File: config.mk
export PLATFORM = sky130hd
export DESIGN_NAME = stepper_microstep_control
export DESIGN_NICKNAME = d
export VERILOG_FILES = /design/src/core/stepper_pkg.sv /design/src/core/stepper_microstep_control.sv
export SDC_FILE = /design/constraint.sdc
export NUM_CORES = 1
export LEC_CHECK = 0
export CAP_MARGIN = 40
export CELL_PAD_IN_SITES_DETAIL_PLACEMENT = 1
export CELL_PAD_IN_SITES_GLOBAL_PLACEMENT = 1
export CORE_MARGIN = 2
export CORE_UTILIZATION = 50
export CTS_BUF_LIST = sky130_fd_sc_hd__clkbuf_4 sky130_fd_sc_hd__clkbuf_8
export CTS_CLUSTER_DIAMETER = 40
export DETAILED_ROUTE_END_ITERATION = 7
export DONT_BUFFER_PORTS = 1
export HOLD_SLACK_MARGIN = 0.08
export PLACE_DENSITY_LB_ADDON = 0.1
export SKIP_LAST_GASP = 1
export SLEW_MARGIN = 20
export SYNTH_ARGS = -nofsm -noshare
export SYNTH_HDL_FRONTEND = slang
export SYNTH_SLANG_ARGS = --single-unit
File: constraint.sdc
create_clock -name clk_i -period 4.9 [get_ports clk_i]
set_clock_uncertainty 0.05 [all_clocks]
set_input_delay 1.47 -clock clk_i [delete_from_list [all_inputs] [get_ports clk_i]]
set_output_delay 1.47 -clock clk_i [all_outputs]
set_load 0.02 [all_outputs]
File: src/core/stepper_pkg.sv
package stepper_pkg;

  // --------------------------------------------------------------
  // sequencer geometry
  // --------------------------------------------------------------
  localparam int POS_W = 5; // 32 eighth steps per electrical cycle
  localparam logic [4:0] INIT_POS = 5'h00; // A phase at full peak
  localparam logic [4:0] INC_FULL = 5'h08;
  localparam logic [4:0] INC_HALF = 5'h04;
  localparam logic [4:0] INC_QUARTER = 5'h02;
  localparam logic [4:0] INC_EIGHTH = 5'h01;

  // --------------------------------------------------------------
  // register map, byte addresses
  // --------------------------------------------------------------
  localparam logic [3:0] CTRL_OFS = 4'h0;
  localparam logic [3:0] STAT_OFS = 4'h4;
  localparam int CTRL_KILL_BIT = 0; // software bridge disable
  localparam logic CTRL_KILL_RST = 1'b0;
  localparam int ST_POS_LSB = 0;
  localparam int ST_RES_LSB = 5;
  localparam int ST_MO_BIT = 7;
  localparam int ST_OP_LSB = 8;
  localparam int ST_BRIDGE_BIT = 10;
  localparam int ST_CHOP_BIT = 11;

  // --------------------------------------------------------------
  // types
  // --------------------------------------------------------------
  typedef enum logic [1:0] {
    RES_FULL = 2'b00,
    RES_HALF = 2'b01,
    RES_QUARTER = 2'b10,
    RES_EIGHTH = 2'b11
  } res_e;

  typedef enum logic [1:0] {
    OP_LOW_POWER_HOLD_N = 2'b00,
    OP_WAIT = 2'b01,
    OP_INIT = 2'b10,
    OP_RUN = 2'b11
  } op_e;

  // host control pins and protection flags, carried together
  typedef struct packed {
    logic step;
    logic dir;
    logic rst_n;
    logic en;
    logic hold_n;
    logic [1:0] sel;
    logic thermal;
    logic uv;
  } pins_s;

endpackage

File: src/core/stepper_microstep_control.sv
`timescale 1ns/1ns
module stepper_microstep_control
  import stepper_pkg::*;
#(
  parameter int AW = 4
) (
  // clock and reset
  input wire logic clk_i,
  input wire logic rst_i,
  // host control pins
  input wire logic step_clock_in_i,
  input wire logic direction_select_i,
  input wire logic seq_reset_n_i,
  input wire logic enable_i,
  input wire logic low_power_hold_n_i,
  input wire logic excitation_sel_0_i,
  input wire logic excitation_sel_1_i,
  // protection flags and oscillator
  input wire logic thermal_trip_i,
  input wire logic supply_undervolt_lock_i,
  input wire logic osc_clock_i,
  // bridge and sequencer state
  output logic bridge_drive_en_o,
  output logic [POS_W-1:0] seq_position_o,
  output logic chopper_clk_o,
  // open-drain monitor pin
  input wire logic step_monitor_in_i,
  output logic step_monitor_out_o,
  output logic step_monitor_oe_n_o,
  // wishbone slave
  input wire logic wb_cyc_i,
  input wire logic wb_stb_i,
  input wire logic wb_we_i,
  input wire logic [AW-1:0] wb_adr_i,
  input wire logic [3:0] wb_sel_i,
  input wire logic [31:0] wb_dat_i,
  output logic [31:0] wb_dat_o,
  output logic wb_ack_o
);

  // ----------------------------------------------------------------
  // state
  // ----------------------------------------------------------------
  typedef struct packed {
    pins_s s1;
    pins_s s2;
    logic step_prev;
    logic osc1;
    logic osc2;
    logic osc_prev;
    logic chop;
    logic [POS_W-1:0] pos;
    logic bridge;
    logic kill;
    logic ack;
    logic [31:0] rdata;
  } state_s;

  state_s r_reg;
  state_s r_next;
  pins_s pins;
  op_e op;
  logic step_rise;
  logic osc_rise;
  logic [POS_W-1:0] inc;
  logic mo_drive;
  logic [31:0] status;

  // step size for the selected resolution
  function automatic logic [POS_W-1:0] step_inc(input res_e res);
    case (res)
      RES_FULL: step_inc = INC_FULL;
      RES_HALF: step_inc = INC_HALF;
      RES_QUARTER: step_inc = INC_QUARTER;
      RES_EIGHTH: step_inc = INC_EIGHTH;
      default: step_inc = INC_EIGHTH;
    endcase
  endfunction

  // ----------------------------------------------------------------
  // decode of synchronised pins
  // ----------------------------------------------------------------
  // only the second stage is looked at, never the first
  always_comb begin
    pins = '{step: step_clock_in_i, dir: direction_select_i, rst_n: seq_reset_n_i,
             en: enable_i, hold_n: low_power_hold_n_i,
             sel: {excitation_sel_1_i, excitation_sel_0_i},
             thermal: thermal_trip_i, uv: supply_undervolt_lock_i};
    step_rise = r_reg.s2.step & ~r_reg.step_prev;
    osc_rise = r_reg.osc2 & ~r_reg.osc_prev;
    inc = step_inc(res_e'(r_reg.s2.sel));
    mo_drive = (r_reg.pos == INIT_POS);
    // standby outranks enable-wait, which outranks reset
    if (!r_reg.s2.hold_n) begin
      op = OP_LOW_POWER_HOLD_N;
    end else if (!r_reg.s2.en) begin
      op = OP_WAIT;
    end else if (!r_reg.s2.rst_n) begin
      op = OP_INIT;
    end else begin
      op = OP_RUN;
    end
    status = 32'h0000_0000;
    status[ST_POS_LSB +: POS_W] = r_reg.pos;
    status[ST_RES_LSB +: 2] = r_reg.s2.sel;
    status[ST_MO_BIT] = step_monitor_in_i;
    status[ST_OP_LSB +: 2] = op;
    status[ST_BRIDGE_BIT] = r_reg.bridge;
    status[ST_CHOP_BIT] = r_reg.chop;
  end

  // ----------------------------------------------------------------
  // next state
  // ----------------------------------------------------------------
  always_comb begin
    r_next = r_reg;
    r_next.s1 = pins;
    r_next.s2 = r_reg.s1;
    r_next.step_prev = r_reg.s2.step;
    r_next.osc1 = osc_clock_i;
    r_next.osc2 = r_reg.osc1;
    r_next.osc_prev = r_reg.osc2;
    if (osc_rise) begin
      r_next.chop = ~r_reg.chop;
    end
    // sequencer keeps running in enable-wait and trips, only
    // standby and reset pin it to the initial vector
    if (!r_reg.s2.hold_n || !r_reg.s2.rst_n) begin
      r_next.pos = INIT_POS;
    end else if (step_rise && !r_reg.s2.dir) begin
      r_next.pos = POS_W'(r_reg.pos + inc);
    end else if (step_rise) begin
      r_next.pos = POS_W'(r_reg.pos - inc);
    end
    // trips drop the bridge like enable-wait without changing op, and clear by themselves
    case (op)
      OP_RUN, OP_INIT: begin
        r_next.bridge = ~r_reg.s2.thermal & ~r_reg.s2.uv & ~r_reg.kill;
      end
      default: begin
        r_next.bridge = 1'b0;
      end
    endcase
    // single-cycle ack, dropped the cycle after it is given
    r_next.ack = wb_cyc_i & wb_stb_i & ~r_reg.ack;
    r_next.rdata = 32'h0000_0000;
    if (wb_cyc_i && wb_stb_i && !r_reg.ack) begin
      if (wb_adr_i == AW'(CTRL_OFS)) begin
        r_next.rdata[CTRL_KILL_BIT] = r_reg.kill;
        if (wb_we_i && wb_sel_i[0]) begin
          r_next.kill = wb_dat_i[CTRL_KILL_BIT];
        end
      end else if (wb_adr_i == AW'(STAT_OFS)) begin
        r_next.rdata = status;
      end
    end
  end

  // register, everything clears to standby-like values
  always_ff @(posedge clk_i) begin
    if (rst_i) begin
      r_reg <= '0;
      r_reg.kill <= CTRL_KILL_RST;
    end else begin
      r_reg <= r_next;
    end
  end

  // ----------------------------------------------------------------
  // outputs
  // ----------------------------------------------------------------
  assign bridge_drive_en_o = r_reg.bridge;
  assign seq_position_o = r_reg.pos;
  assign chopper_clk_o = r_reg.chop;
  assign step_monitor_out_o = 1'b0; // open drain only pulls low
  assign step_monitor_oe_n_o = ~mo_drive;
  assign wb_dat_o = r_reg.rdata;
  assign wb_ack_o = r_reg.ack;
endmodule

# == After elaboration in Yosys (flattened, before gate mapping) ==
# Index checks and enable logic that the tools add are counted.
# word_totals
ff_bits,63
input_bits,56
out_inout_bits,42
wordCells,81
# op_classes
addsub,2
eq_ne,6
mux,8
n_bitwise,17
n_reduce_logical,20
# ops
cell,n
$pmux W5 S4,1
$not A1 Y1,11
$mux W5,2
$eq A2 B2 Y1 const B,4
$reduce_or A2 Y1,4
$and A1 B1 Y1,6
$add A5 B5 Y5,1
$logic_not A5 Y1,1
$sub A5 B5 Y5,1
$eq A4 B3 Y1 const B,1
$logic_and A1 B1 Y1,4
$logic_not A1 Y1,4
$logic_not A4 Y1,1
$mux W2,2
$reduce_or A4 Y1,1
$mux W1,3
$reduce_and A3 Y1,1
$reduce_or A3 Y1,1
$eq A2 B1 Y1 const B,1
$logic_not A2 Y1,1
$reduce_bool A2 Y1,1
$logic_or A1 B1 Y1,1

# == Longest topological paths before layout ==
# Gate-level depths: netlist (run 1).
# logic_depth
ltp_word,7
ltp_mapped,9
depth_no_buf,9

# == Worst setup path after synthesis (run 1) ==
# Ideal clock, no wire load.
# synth_timing
path_kind,input to register
startpoint,input wb_adr_i[1]
endpoint,"register r_reg, in the netlist wb_dat_o[8]"
setup_time_ps,59
arrival_ps,2516
required_time_ps,4791
setup_slack_ps,2274
cell_stages,5
path_buffers,1
cell_sequence,or3_1 -> or2_1 -> nor3b_2 -> buf_4 -> and3_1
# synth_via
elab_chain_cells,3
elab_cells_between_ends,4
cone_classes,eq/ne (1); bitwise (1); reduce/logical (2)
# synth_rtl
element,line,source
start: declaration,stepper_microstep_control.sv:34,"input wire logic [AW-1:0] wb_adr_i,"
$eq A4 B3 Y1,stepper_microstep_control.sv:153,end else if (wb_adr_i == AW'(STAT_OFS)) begin
$not A1 Y1 (no source line),n/a,
$reduce_or A4 Y1 (no source line) (*),n/a,
end signal: assignment,stepper_microstep_control.sv:165,r_reg <= r_next;
end: declaration,stepper_microstep_control.sv:59,state_s r_reg;
# Mark *: on every way between the ends. The rest lies on a longest branch, timed or not.
# A chain may end at the register's enable or synchronous reset.

# == Worst setup path after layout (run 1) ==
# layout_timing
startpoint,"register r_reg, in the netlist seq_position_o[0]"
endpoint,output step_monitor_oe_n_o
# layout_via
elab_chain_cells,2
# layout_rtl
element,line,source
$logic_not A5 Y1,stepper_microstep_control.sv:92,mo_drive = (r_reg.pos == INIT_POS);
$not A1 Y1,stepper_microstep_control.sv:176,assign step_monitor_oe_n_o = ~mo_drive;
end: declaration,stepper_microstep_control.sv:29,"output logic step_monitor_oe_n_o,"
# Every way passes these cells.

==> results of run 1 <==
## cells in the mapped netlist (3+ instances only)
cell,count
sky130_fd_sc_hd__nand2_1,8
sky130_fd_sc_hd__nor2b_1,24
sky130_fd_sc_hd__dfxtp_1,43
sky130_fd_sc_hd__ha_1,5
sky130_fd_sc_hd__nand2b_1,3
sky130_fd_sc_hd__buf_4,39
sky130_fd_sc_hd__and2_1,10
sky130_fd_sc_hd__a21oi_1,5
sky130_fd_sc_hd__and3_1,3
sky130_fd_sc_hd__nor2_1,7
sky130_fd_sc_hd__clkbuf_1,4
## power by group
| part | internal [W] | switching, W | total, W |
|---|---|---|---|
| Combinational | 0.00000972 | 0.0000220 | 0.0000317 |
| Sequential | 0.000359 | 0.00000535 | 0.000364 |
| Clock | 0.000109 | 0.000118 | 0.000227 |
## layer usage
| layer | vias to the layer above | track usage (%) | wire length [um] |
|---|---|---|---|
| met5 | - | 0 | 0 |
| met4 | 0 | 9.51 | 79 |
| li1 | 502 | - | - |
| met1 | 442 | 16.4 | 1130 |
| met2 | 44 | 20.2 | 1090 |
| met3 | 7 | 5.28 | 205 |
## final cells by class
| class | instances | area [um^2] |
|---|---|---|
| Tap cell | 46 | 57.6 |
| Multi-Input combinational cell | 115 | 699 |
| Fill cell | 380 | 1680 |
| Clock buffer | 5 | 37.5 |
| Clock inverter | 3 | 46.3 |
| Sequential cell | 43 | 861 |
| Inverter | 1 | 3.75 |
## stage by stage
step                      setup slack (ns)  utilization (%)  area, um^2
after floorplan                       2.27                -        1870
after global routing                  1.99             50.3        1710
after CTS                             2.10             50.3        1710
after detailed placement              1.97             47.8        1620
after global placement                2.03             47.8        1620
final                                 2.13             50.3        1710
## cells in the final DEF (no fill, tap or decap), types with 2 or more instances in the layout
master and n:
sky130_fd_sc_hd__dfxtp_1 43, sky130_fd_sc_hd__nor2b_1 24, sky130_fd_sc_hd__conb_1 21, sky130_fd_sc_hd__and2_1 10
sky130_fd_sc_hd__nand2_1 8, sky130_fd_sc_hd__nor2_1 7, sky130_fd_sc_hd__a21oi_1 5, sky130_fd_sc_hd__ha_1 5
sky130_fd_sc_hd__clkbuf_4 5, sky130_fd_sc_hd__nand2b_1 3, sky130_fd_sc_hd__and3_1 3, sky130_fd_sc_hd__o21ai_0 2
sky130_fd_sc_hd__o31ai_1 2, sky130_fd_sc_hd__nor3_1 2, sky130_fd_sc_hd__xnor2_1 2, sky130_fd_sc_hd__nand3_1 2
sky130_fd_sc_hd__a211oi_1 2, sky130_fd_sc_hd__or3_1 2, sky130_fd_sc_hd__nor4_1 2, sky130_fd_sc_hd__mux2i_1 2
## critical path, cell delays in order (launching register included)
cell and delay [ns]:
sky130_fd_sc_hd__dfxtp_1 0.58, sky130_fd_sc_hd__nor3_1 0.12, sky130_fd_sc_hd__nand2_1 0.20
## path summary, 6_finish.rpt
check | end | cells past startpoint
hold / removal | r_reg[48]$_SDFF_PP0_ | 1
setup reg to reg | seq_position_o[4]$_SDFFE_PP0P_ | 7
setup / recovery | step_monitor_oe_n_o | 2
hold reg to reg | r_reg[48]$_SDFF_PP0_ | 1
## kinds of logic after synthesis
logic type      share of synthesized area (%)
simple gates                             21.8
buf+inv                                  17.3
flops                                    47.9
compound gates                           5.57
fa+ha+maj                                4.60
xor+xnor                                 1.46
mux                                      1.11
other cells                             0.209
==> results.txt, run 1 <==
* Result of the run: finished, final reports clean
* Peak supply drop: between 0.0001 and 0.00015 V
- Setup violations remaining at the end of the flow were counted as 0.
- Die height: between 60 and 70 um
- The total count of max-transition violations in the final report was 0.
- Clock transition at the register clock pins on the worst setup and hold paths after CTS: ~0.12 ns
* Maximum number of buffers from clock root to sink: 2
- Top-area cell type share of the netlist area: 47.9%
- Launch point of the worst path: seq_position_o[0]$_SDFFE_PP0P_
* Final Hold Violating Endpoints: 0
- Post-CTS Repair Setup Buffers: 0
- Initial standard-cell utilization of the core: a little over half
- Post-CTS repair changed the size of 0 cells.
- Hpwl dp: between 1500 and 2000 um
* Portion of the post-synthesis area used by sequential elements: 47.9%
- Worst hold path startpoint: r_next[48]$_SDFF_PP0_
* Relative max-transition margin: between 60% and 70%
- The setup path with the least slack is of type register to output pin.
* Number of placed instances, taps included: 205
- Summed over all layers, the routed wires come to 2500 um.
- Count of flip-flops with a built-in enable after synthesis: 0
- The synthesized design spends more area on one cell type than any other, namely sky130_fd_sc_hd__dfxtp_1.
- From left edge to right edge, the die measures between 60 and 70 um.
- Required time at the endpoint of the critical path: between 3 and 4 ns
- DR WL/cell: 11.7 um
- Per-instance average area after synthesis: between 9 and 10 um^2
- Warning count from the yosys run: 0
- At the worst endpoint, the arrival time is roughly 1.3 ns.
- Synth top area cells: sky130_fd_sc_hd__dfxtp_1, sky130_fd_sc_hd__buf_4, sky130_fd_sc_hd__nor2b_1, sky130_fd_sc_hd__and2_1, sky130_fd_sc_hd__ha_1
- Post-synth top flop: sky130_fd_sc_hd__dfxtp_1
- Initial antenna violation count: 0
- Crit Path Max Fanout: 5
- Setup repair after global routing left no endpoint under its margin.
- Number of different library cells in the post-synthesis netlist: 33
* Global-route wire length before repair: 4220 um
* Type of the most critical hold path: register to register
- Global routing used between 10% and 20% of the available tracks.
* Worst skew pair latency: ~0.35 ns
- The worst path uses 56.5% of the clock period.
- Post-synthesis instance total: 182
- Critical Path Source Type: register
- Static timing analysis puts the maximum clock frequency at 361 MHz.
- For this run, design rule violations remaining after detail routing come to 0.
- Synthesis inferred between 40 and 50 register bits.
- Rows: 21
- Count of inserted antenna diode cells: 0
- For this design the top-level I/O count stands at just under 100.
* Ratio of cells with drive above 1 in the final layout: under 10%
- After layout, the minimum clock period comes to 2.77 ns.
- Hold-fix buffer count after cts: 0
- Number of nets in the layout: 228
- Overall via count from detail_route: slightly below 1k
* Largest net degree at the start of global routing: 32
- TritonCTS built the clock tree.
- Synthesized area: between 1500 and 2000 um^2
- Total die area: approximately 4100 um^2
- Measured slew at the worst slew-check pin: about 0.56 ns
- Leftover overflow at the end of global routing: 0
- Placeable Area: roughly 3400 um^2
- Clock tree root driver cell: sky130_fd_sc_hd__clkbuf_4
- Number of violations reported at the end of detailed-routing iteration 0: 34
* Post-Route Setup TNS: 0 ns
- Clk sinks: 43
- Dividing the detail-routed via count by the number of cells gives about 4.7.
- Critical Path Sink Type: output pin
- Count of H-tree levels built during CTS: 2
- For this design the ratio of total power to cell area is 365 nW/um^2.
- Max-cap violations in this run came to 0.
- The via count of the first global-routing pass was ~950.
* Overall power after layout: 0.000622 W
- Async set or reset register ratio after synthesis: 0%
- Routability-driven placement finished with a final weighted congestion of around 0.81.
* Final standard cell count with taps included and fillers excluded: between 200 and 250
- R2r setup slk: between 2 and 3 ns
* Number of input and output port buffers inserted: 0
* Reg2Reg Launch Point: r_next[44]$_SDFF_PP0_
- Clock tree synthesis inserted a total of 5 buffers.
* Pleak: between 0.7 and 0.8 nW
* Antenna-violating nets left: 0
- Hold is met by ~0.40 ns.
- Number of iterations in the first detailed-routing pass: 4
* Area growth from synthesis to layout: -5.08%
Power figures use the tool's default switching activity.
==> inputs of run 2 (changes only) <==
--- a/config.mk
+++ b/config.mk
@@ -9,7 +9,7 @@
 export CELL_PAD_IN_SITES_DETAIL_PLACEMENT = 1
 export CELL_PAD_IN_SITES_GLOBAL_PLACEMENT = 1
 export CORE_MARGIN = 2
-export CORE_UTILIZATION = 50
+export CORE_UTILIZATION = 46
 export CTS_BUF_LIST = sky130_fd_sc_hd__clkbuf_4 sky130_fd_sc_hd__clkbuf_8
 export CTS_CLUSTER_DIAMETER = 40
 export DETAILED_ROUTE_END_ITERATION = 7
==> constraint.sdc (replaced) <==
create_clock -name clk_i -period 2.72 [get_ports clk_i]
set_clock_uncertainty 0.05 [all_clocks]
set_input_delay 0.816 -clock clk_i [delete_from_list [all_inputs] [get_ports clk_i]]
set_output_delay 0.816 -clock clk_i [all_outputs]
set_load 0.02 [all_outputs]
==> results.txt, run 2 (synthesis gave the netlist of run 1 again) <==
* Count of H-tree levels built during CTS: 2 (unchanged)
- Final Hold Violating Endpoints: 0 (unchanged)
- The clock-pin transition on the worst setup and hold timing paths came to 0.07 ns (-0.05 ns).
- The site row count is 22 (+4.8%).
- Placeable Area: 3720 um^2 (+9.6%)
* Leftover overflow at the end of global routing: 0 (unchanged)
- Drt total wl: 2690 um (+7.5%)
* Ratio of cells with drive above 1 in the final layout: 5.42% (-0.57 points)
* Final count of pins violating max slew: 0 (unchanged)
- The via count of the routed design is 1,000 (+0.50%).
- Register-to-Register Path Depth: 9 (+2)
- The number of setup violations in the final report came to 0 (unchanged).
- The chip height came to 66.5 um (+4.0%).
- The worst register-to-register path begins at r_reg[48]$_SDFF_PP0_.
- The first-pass GRT wire length was 4490 um (+6.5%).
- DRC violation count after routing: 0 (unchanged)
* Initial antenna violation count: 0 (unchanged)
* Antenna-violating nets left: 0 (unchanged)
- The power density over cell area was 682 nW/um^2 (+87%).
* Measured slew at the worst slew-check pin: 0.492 ns (-0.0705 ns)
- Clk sinks: 43 (unchanged)
- In this run the clock root is driven by a sky130_fd_sc_hd__clkbuf_8.
* Portion of the clock cycle consumed by the worst path in the final layout: between 80% and 90%
- The HPWL reported at the end of detailed placement is 2040 um (+8.0%).
- Number of iterations in the first detailed-routing pass: 4 (unchanged)
- From synthesis to final layout, the design area changed by -3.69%.
* Number of nets in the layout: 228 (unchanged)
* Required time at the endpoint of the critical path: 2.83 ns (-0.55 ns)
* Global router's overall resource usage: 13.8% (+0.063 points)
* Hold-fix buffer count after cts: 0 (unchanged)
- Global placer's final weighted congestion: 0.801 (-0.60%)
* Number of buffers created by CTS: 5 (unchanged)
- R2r setup slk: 0.31 ns (-2.19 ns)
- Arrival @ worst endpoint: 2.52 ns (+1.27 ns)
- I/O pin count: 98 (unchanged)
- Count of inserted antenna diode cells: 0 (unchanged)
- Final Critical Period: 2.41 ns
- Endpoint of the worst hold path: r_reg[45]$_SDFF_PP0_
- Number of violations reported at the end of detailed-routing iteration 0: 31 (-8.8%)
- The via count of the first global-routing pass came to 959 (+0.63%).
- The worst vdd rail ir drop came to 0.000326 V (+120%).
- The flow ran to the end, and the final reports show no timing, DRC or antenna violations.
- Type of the most critical hold path: register to register
* Commonest cells after routing, fill and taps aside: sky130_fd_sc_hd__dfxtp_1, sky130_fd_sc_hd__nor2b_1, sky130_fd_sc_hd__conb_1, sky130_fd_sc_hd__and2_1, sky130_fd_sc_hd__nand2_1
- The number of max-cap violations is 0 (unchanged).
- The initial core utilization is 48.4% (-4.7 points).
* Post-cts resize count: 0 (unchanged)
* Largest net degree at the start of global routing: 32 (unchanged)
* Cell Area, Placed: 1620 um^2 (+0.15%)
* Post-CTS Repair Setup Buffers: 0 (unchanged)
* Setup repair after global routing missed its margin: false
* Worst skew pair latency: 0.28 ns (-0.07 ns)
- Cell with the largest stage delay on the worst path: sky130_fd_sc_hd__fa_1
- The quantity of I/O buffers inserted on ports was 0 (unchanged).
- The maximum count of clock buffers along a single path came to 2 (unchanged).
* Hold Worst Slack: 0.386 ns (-0.0143 ns)
- The post-route cell area was 1730 um^2 (+1.5%).
* Relative max-transition margin: 66.9% (+4.5 points)
* Cell family contributing the most delay on the critical path: adder cells
* CTS tree: yes
- Total die area: 4420 um^2 (+8.1%)
- The leakage component of the power came to 0.728 nW (+1.8%).
* Leading cell type in the layout, fill and taps excluded: sky130_fd_sc_hd__dfxtp_1
- The largest stage delay on the critical path was 0.47 ns (-0.11 ns).
* Post-Route Setup TNS: 0 ns (unchanged)
* Critical Path Source Type: register
* DR WL/cell: 12.6 um (+7.0%)
- Drt via density: 4.67 (about the same)
- Width of the chip: 66.5 um (+4.0%)
- In this run the critical register-to-register path is captured at seq_position_o[4]$_SDFFE_PP0P_.
- The maximum fanout along the worst path was 7 (+2).
* Critical Path Sink Type: register
* Class of the most critical setup path: register to register
* Worst hold path startpoint: r_next[45]$_SDFF_PP0_
- For this run, the top clock speed supported by timing is ~420 MHz.
- The total power is 0.00118 W (+90%).
- The number of buffers and inverters on the critical path is 0 (unchanged).
- List of cells traversed by the critical path: nand2b_1, ha_1, o21ai_0, o31ai_1, fa_1, nand3_1, a211oi_1, o311ai_0, o41ai_1
- The count of cells along the worst hold path was 1 (unchanged).
run 2: cell types whose count changed in the layout (fill, tap and decap cells not counted), sizes merged:
| cell | delta |
|---|---|
| inv | -1 |
| clkinvlp | -1 |
| clkbuf | +1 |
run 2: layout make-up:
class | count | area [um^2]
fill | 434 | 1990
sequential | 43 | 861
multi-input combinational | 115 | 699
clock buffer | 6 | 76.3
tap | 48 | 60.1
clock inverter | 1 | 30.0
inverter | 1 | 3.75
run 2: metal layers:
layer	part of all wire (%)	up-vias	GRT usage (%)
met1	42	460	16.5
met3	7.5	5	4.56
li1	-	494	-
met5	0	-	0
met2	49	41	22.0
met4	1.5	0	6.89
run 2: metrics by stage:
step,std cells,setup slack (ns),utilization [%]
after floorplan,202,0.594,-
after global placement,207,0.404,43.7
after detailed placement,207,0.340,43.7
after CTS,214,0.295,46.6
after global routing,214,0.0519,46.6
final,214,0.312,46.6
run 2: worst max path at each step:
| stage | to | slack (ns) | startpoint | cells past startpoint |
|---|---|---|---|---|
| 2_1_floorplan | seq_position_o[4]$_SDFFE_PP0P_ | 0.59 | r_reg[47]$_SDFF_PP0_ | 9 |
| 6_report | seq_position_o[4]$_SDFFE_PP0P_ | 0.31 | r_reg[48]$_SDFF_PP0_ | 9 |
| 5_1_grt | seq_position_o[4]$_SDFFE_PP0P_ | 0.05 | r_reg[48]$_SDFF_PP0_ | 9 |
| 3_3_place_gp | seq_position_o[4]$_SDFFE_PP0P_ | 0.40 | r_reg[48]$_SDFF_PP0_ | 9 |
| 3_5_place_dp | seq_position_o[4]$_SDFFE_PP0P_ | 0.34 | r_reg[48]$_SDFF_PP0_ | 9 |
| 4_1_cts | seq_position_o[4]$_SDFFE_PP0P_ | 0.29 | r_reg[48]$_SDFF_PP0_ | 9 |
run 2: report_power, final:
part	total (W)	internal, W	leakage, nW	switching, W
Combinational	0.0000577	0.0000177	0.322	0.0000400
Sequential	0.000655	0.000646	0.351	0.00000963
Clock	0.000467	0.000279	0.0547	0.000188
Total	0.00118	0.000942	0.728	0.000238
==> inputs of run 3 (changes only) <==
--- a/config.mk
+++ b/config.mk
@@ -15,7 +15,7 @@
 export DETAILED_ROUTE_END_ITERATION = 7
 export DONT_BUFFER_PORTS = 1
 export HOLD_SLACK_MARGIN = 0.08
-export PLACE_DENSITY_LB_ADDON = 0.1
+export PLACE_DENSITY = 0.83
 export SKIP_LAST_GASP = 1
 export SLEW_MARGIN = 20
 export SYNTH_ARGS = -nofsm -noshare
==> results.txt, run 3 (synthesis gave the netlist of run 1 again) <==
- Combinational Power Share: 4.7% (-0.2 points)
* Cell with the largest stage delay on the worst path: sky130_fd_sc_hd__fa_1
- The clock-pin transition on the worst setup and hold timing paths was 0.08 ns (about the same).
- Setup Viol. Count Final: 0 (unchanged)
- The area used by multi-input combinational logic came to 699 um^2 (unchanged).
- The post-detailed-route via-to-cell ratio came to 4.69 (+0.33%).
- Seq. cell area: 861 um^2 (unchanged)
- The maximum count of clock buffers along a single path is 2 (unchanged).
- Count of inserted antenna diode cells: 0 (unchanged)
- The worst-case headroom to the max-slew limit was 65.9% (-1.0 points).
* DRC violation count after routing: 0 (unchanged)
- Hpwl dp: 2100 um (+3.0%)
- Global placer's final weighted congestion: 0.890 (+11%)
- The initial core utilization is 48.4% (unchanged).
* Number of iterations in the first detailed-routing pass: 2 (-2)
- The least setup slack across all paths after layout came to 0.338 ns (+0.0262 ns).
- Leading cell type in the layout, fill and taps excluded: sky130_fd_sc_hd__dfxtp_1
* Width of the chip: 66.5 um (unchanged)
- The min-delay analysis places its worst path in the category register to register.
- Die height: 66.5 um (unchanged)
- The quantity of I/O buffers inserted on ports came to 0 (unchanged).
- The core area came to 3720 um^2 (unchanged).
* Leftover overflow at the end of global routing: 0 (unchanged)
- Crit Path Max Fanout: 7 (unchanged)
- The routing usage on met2 is 22.9% (+0.88 points).
* Commonest cells after routing, fill and taps aside: sky130_fd_sc_hd__dfxtp_1, sky130_fd_sc_hd__nor2b_1, sky130_fd_sc_hd__conb_1, sky130_fd_sc_hd__and2_1, sky130_fd_sc_hd__nand2_1
- Internal power of the cells: 0.000965 W (+2.4%)
- Drt total wl: 2760 um (+2.8%)
- Number of violations reported at the end of detailed-routing iteration 0: 33 (+6.5%)
- Area growth from synthesis to layout: -2.86%
- The final cell utilization of the core came to 47.0% (+0.40 points).
- The insertion delay of the later-clocked pin in the worst-skew pair is 0.29 ns (about the same).
* Net Switching: 0.000267 W (+12%)
* DR WL/cell: 12.9 um (+2.3%)
- Number of buffers created by CTS: 5 (unchanged)
- The number of H-tree levels came to 2 (unchanged).
- The total power came to 0.00123 W (+4.4%).
- Reported max-cap violation count: 0 (unchanged)
* Antenna-violating nets left: 0 (unchanged)
- Arrival @ worst endpoint: 2.50 ns (-0.02 ns)
- By startpoint and endpoint, the worst setup path is classified as register to register.
- Rows: 22 (unchanged)
* Critical Path Sink Type: register
- The placed instance area was 1620 um^2 (unchanged).
* Post-CTS Repair Setup Buffers: 0 (unchanged)
- Required time at the endpoint of the critical path: 2.84 ns (about the same)
* Global router's overall resource usage: 13.9% (+0.14 points)
* Pleak: 0.735 nW (+0.98%)
- Met3 usage in global routing: 6.08% (+1.5 points)
- Ratio of cells with drive above 1 in the final layout: 5.99% (+0.57 points)
* Clock tree root driver cell: sky130_fd_sc_hd__clkbuf_8
- The number of fill cells in the layout was 424 (-2.3%).
- TritonCTS built the clock tree.
- Met1 Resource Use GR: 15.6% (-0.96 points)
- The first-pass GRT wire length came to 4480 um (-0.29%).
- Final Critical Period: 2.38 ns (-0.0262 ns)
- Post-cts resize count: 0 (unchanged)
- Overall via count from detail_route: 1,008 (+0.80%)
- Hold-fix buffer count after cts: 0 (unchanged)
- Total die area: 4420 um^2 (unchanged)
- Clk sinks: 43 (unchanged)
- The number of hold violations in the final report is 0 (unchanged).
* Pwr Density: 705 nW/um^2 (+3.5%)
- STA classifies the critical path startpoint as a register.
- Worst slack at placement: 0.350 ns (+0.00960 ns)
* Peak supply drop: 0.000343 V (+5.3%)
* I/O pin count: 98 (unchanged)
- Result of the run: finished, final reports clean
- Initial antenna violation count: 0 (unchanged)
- The pin count of the biggest net entering global routing is 32 (unchanged).
- The number of nets at the end of the flow came to 228 (unchanged).
* Vias in the first global route: 945 (-1.5%)
- Portion of the clock cycle consumed by the worst path in the final layout: 87.6% (-0.96 points)
- The final setup TNS came to 0 ns (unchanged).
- List of cells traversed by the critical path: nand2b_1, ha_1, o21ai_0, o31ai_1, fa_1, nand3_1, a211oi_1, o311ai_0, o41ai_1
- The largest stage delay on the critical path was 0.46 ns (about the same).
* Measured slew at the worst slew-check pin: 0.511 ns (+0.0188 ns)
* Setup repair after global routing missed its margin: false
- Cell family contributing the most delay on the critical path: compound AO/OA/AOI/OAI gates
* Peak-usage layer in the global routing report: met2
* Count of buffer and inverter cells on the critical path: 0 (unchanged)
- Area of all placed cells without fillers: 1750 um^2 (+0.87%)
- The total count of max-transition violations in the final report was 0 (unchanged).
- Clk pwr share: 42.1% (+2.5 points)
- The proportion of power drawn by flip-flops and latches is 53.2% (-2.3 points).
* Switching Share: 21.7% (+1.5 points)
- The achievable frequency is 420 MHz (+1.1%).
run 3: changes by cell type in the layout (fill, tap and decap cells not counted):
cell / delta
sky130_fd_sc_hd__inv_6: +1
sky130_fd_sc_hd__clkbuf_4: -1
sky130_fd_sc_hd__clkbuf_8: +1
run 3: cell type report:
class / count / share of cell area (%)
clock inverter: 2 / 2.22
tap: 48 / 3.44
inverter: 1 / 0.215
sequential: 43 / 49.3
clock buffer: 6 / 4.73
multi-input combinational: 115 / 40.1
run 3: worst reg2reg max path, stage by stage, from the launching register on:
cell and delay [ns]:
sky130_fd_sc_hd__dfxtp_1 0.43, sky130_fd_sc_hd__nand2b_1 0.12, sky130_fd_sc_hd__ha_1 0.29, sky130_fd_sc_hd__o21ai_0 0.08, sky130_fd_sc_hd__o31ai_1 0.16, sky130_fd_sc_hd__fa_1 0.46, sky130_fd_sc_hd__nand3_1 0.11, sky130_fd_sc_hd__a211oi_1 0.09
sky130_fd_sc_hd__o311ai_0 0.35, sky130_fd_sc_hd__o41ai_1 0.13
run 3: per-layer routing:
metal | part of all wire (%) | routed length, um
met1 | 43 | 1190
met2 | 48 | 1310
met3 | 7.9 | 218
met4 | 1.4 | 39
met5 | 0 | 0
run 3: worst paths after layout:
kind / startpoint / to / slack (ns) / cells after the start
max: r_reg[48]$_SDFF_PP0_ / seq_position_o[4]$_SDFFE_PP0P_ / 0.34 / 9
min: r_next[47]$_SDFF_PP0_ / r_reg[47]$_SDFF_PP0_ / 0.39 / 1
max reg2reg: r_reg[48]$_SDFF_PP0_ / seq_position_o[4]$_SDFFE_PP0P_ / 0.34 / 9
min reg2reg: r_next[47]$_SDFF_PP0_ / r_reg[47]$_SDFF_PP0_ / 0.39 / 1
run 3: stage by stage:
stage          instances  hold WS (ns)
3_3_place_gp         207         0.372
3_5_place_dp         207         0.376
2_1_floorplan        202         0.364
5_1_grt              215         0.409
6_report             215         0.392
4_1_cts              215         0.394
run 3: power groups by stage:
stage / logic, W / registers (W) / clock network, W
final: 0.0000578 / 0.000655 / 0.000518
after global routing: 0.0000653 / 0.000658 / 0.000572
after CTS: 0.0000575 / 0.000656 / 0.000529
after detailed placement: 0.0000572 / 0.000670 / 0
after global placement: 0.0000555 / 0.000669 / 0
after floorplan: 0.0000811 / 0.000667 / 0
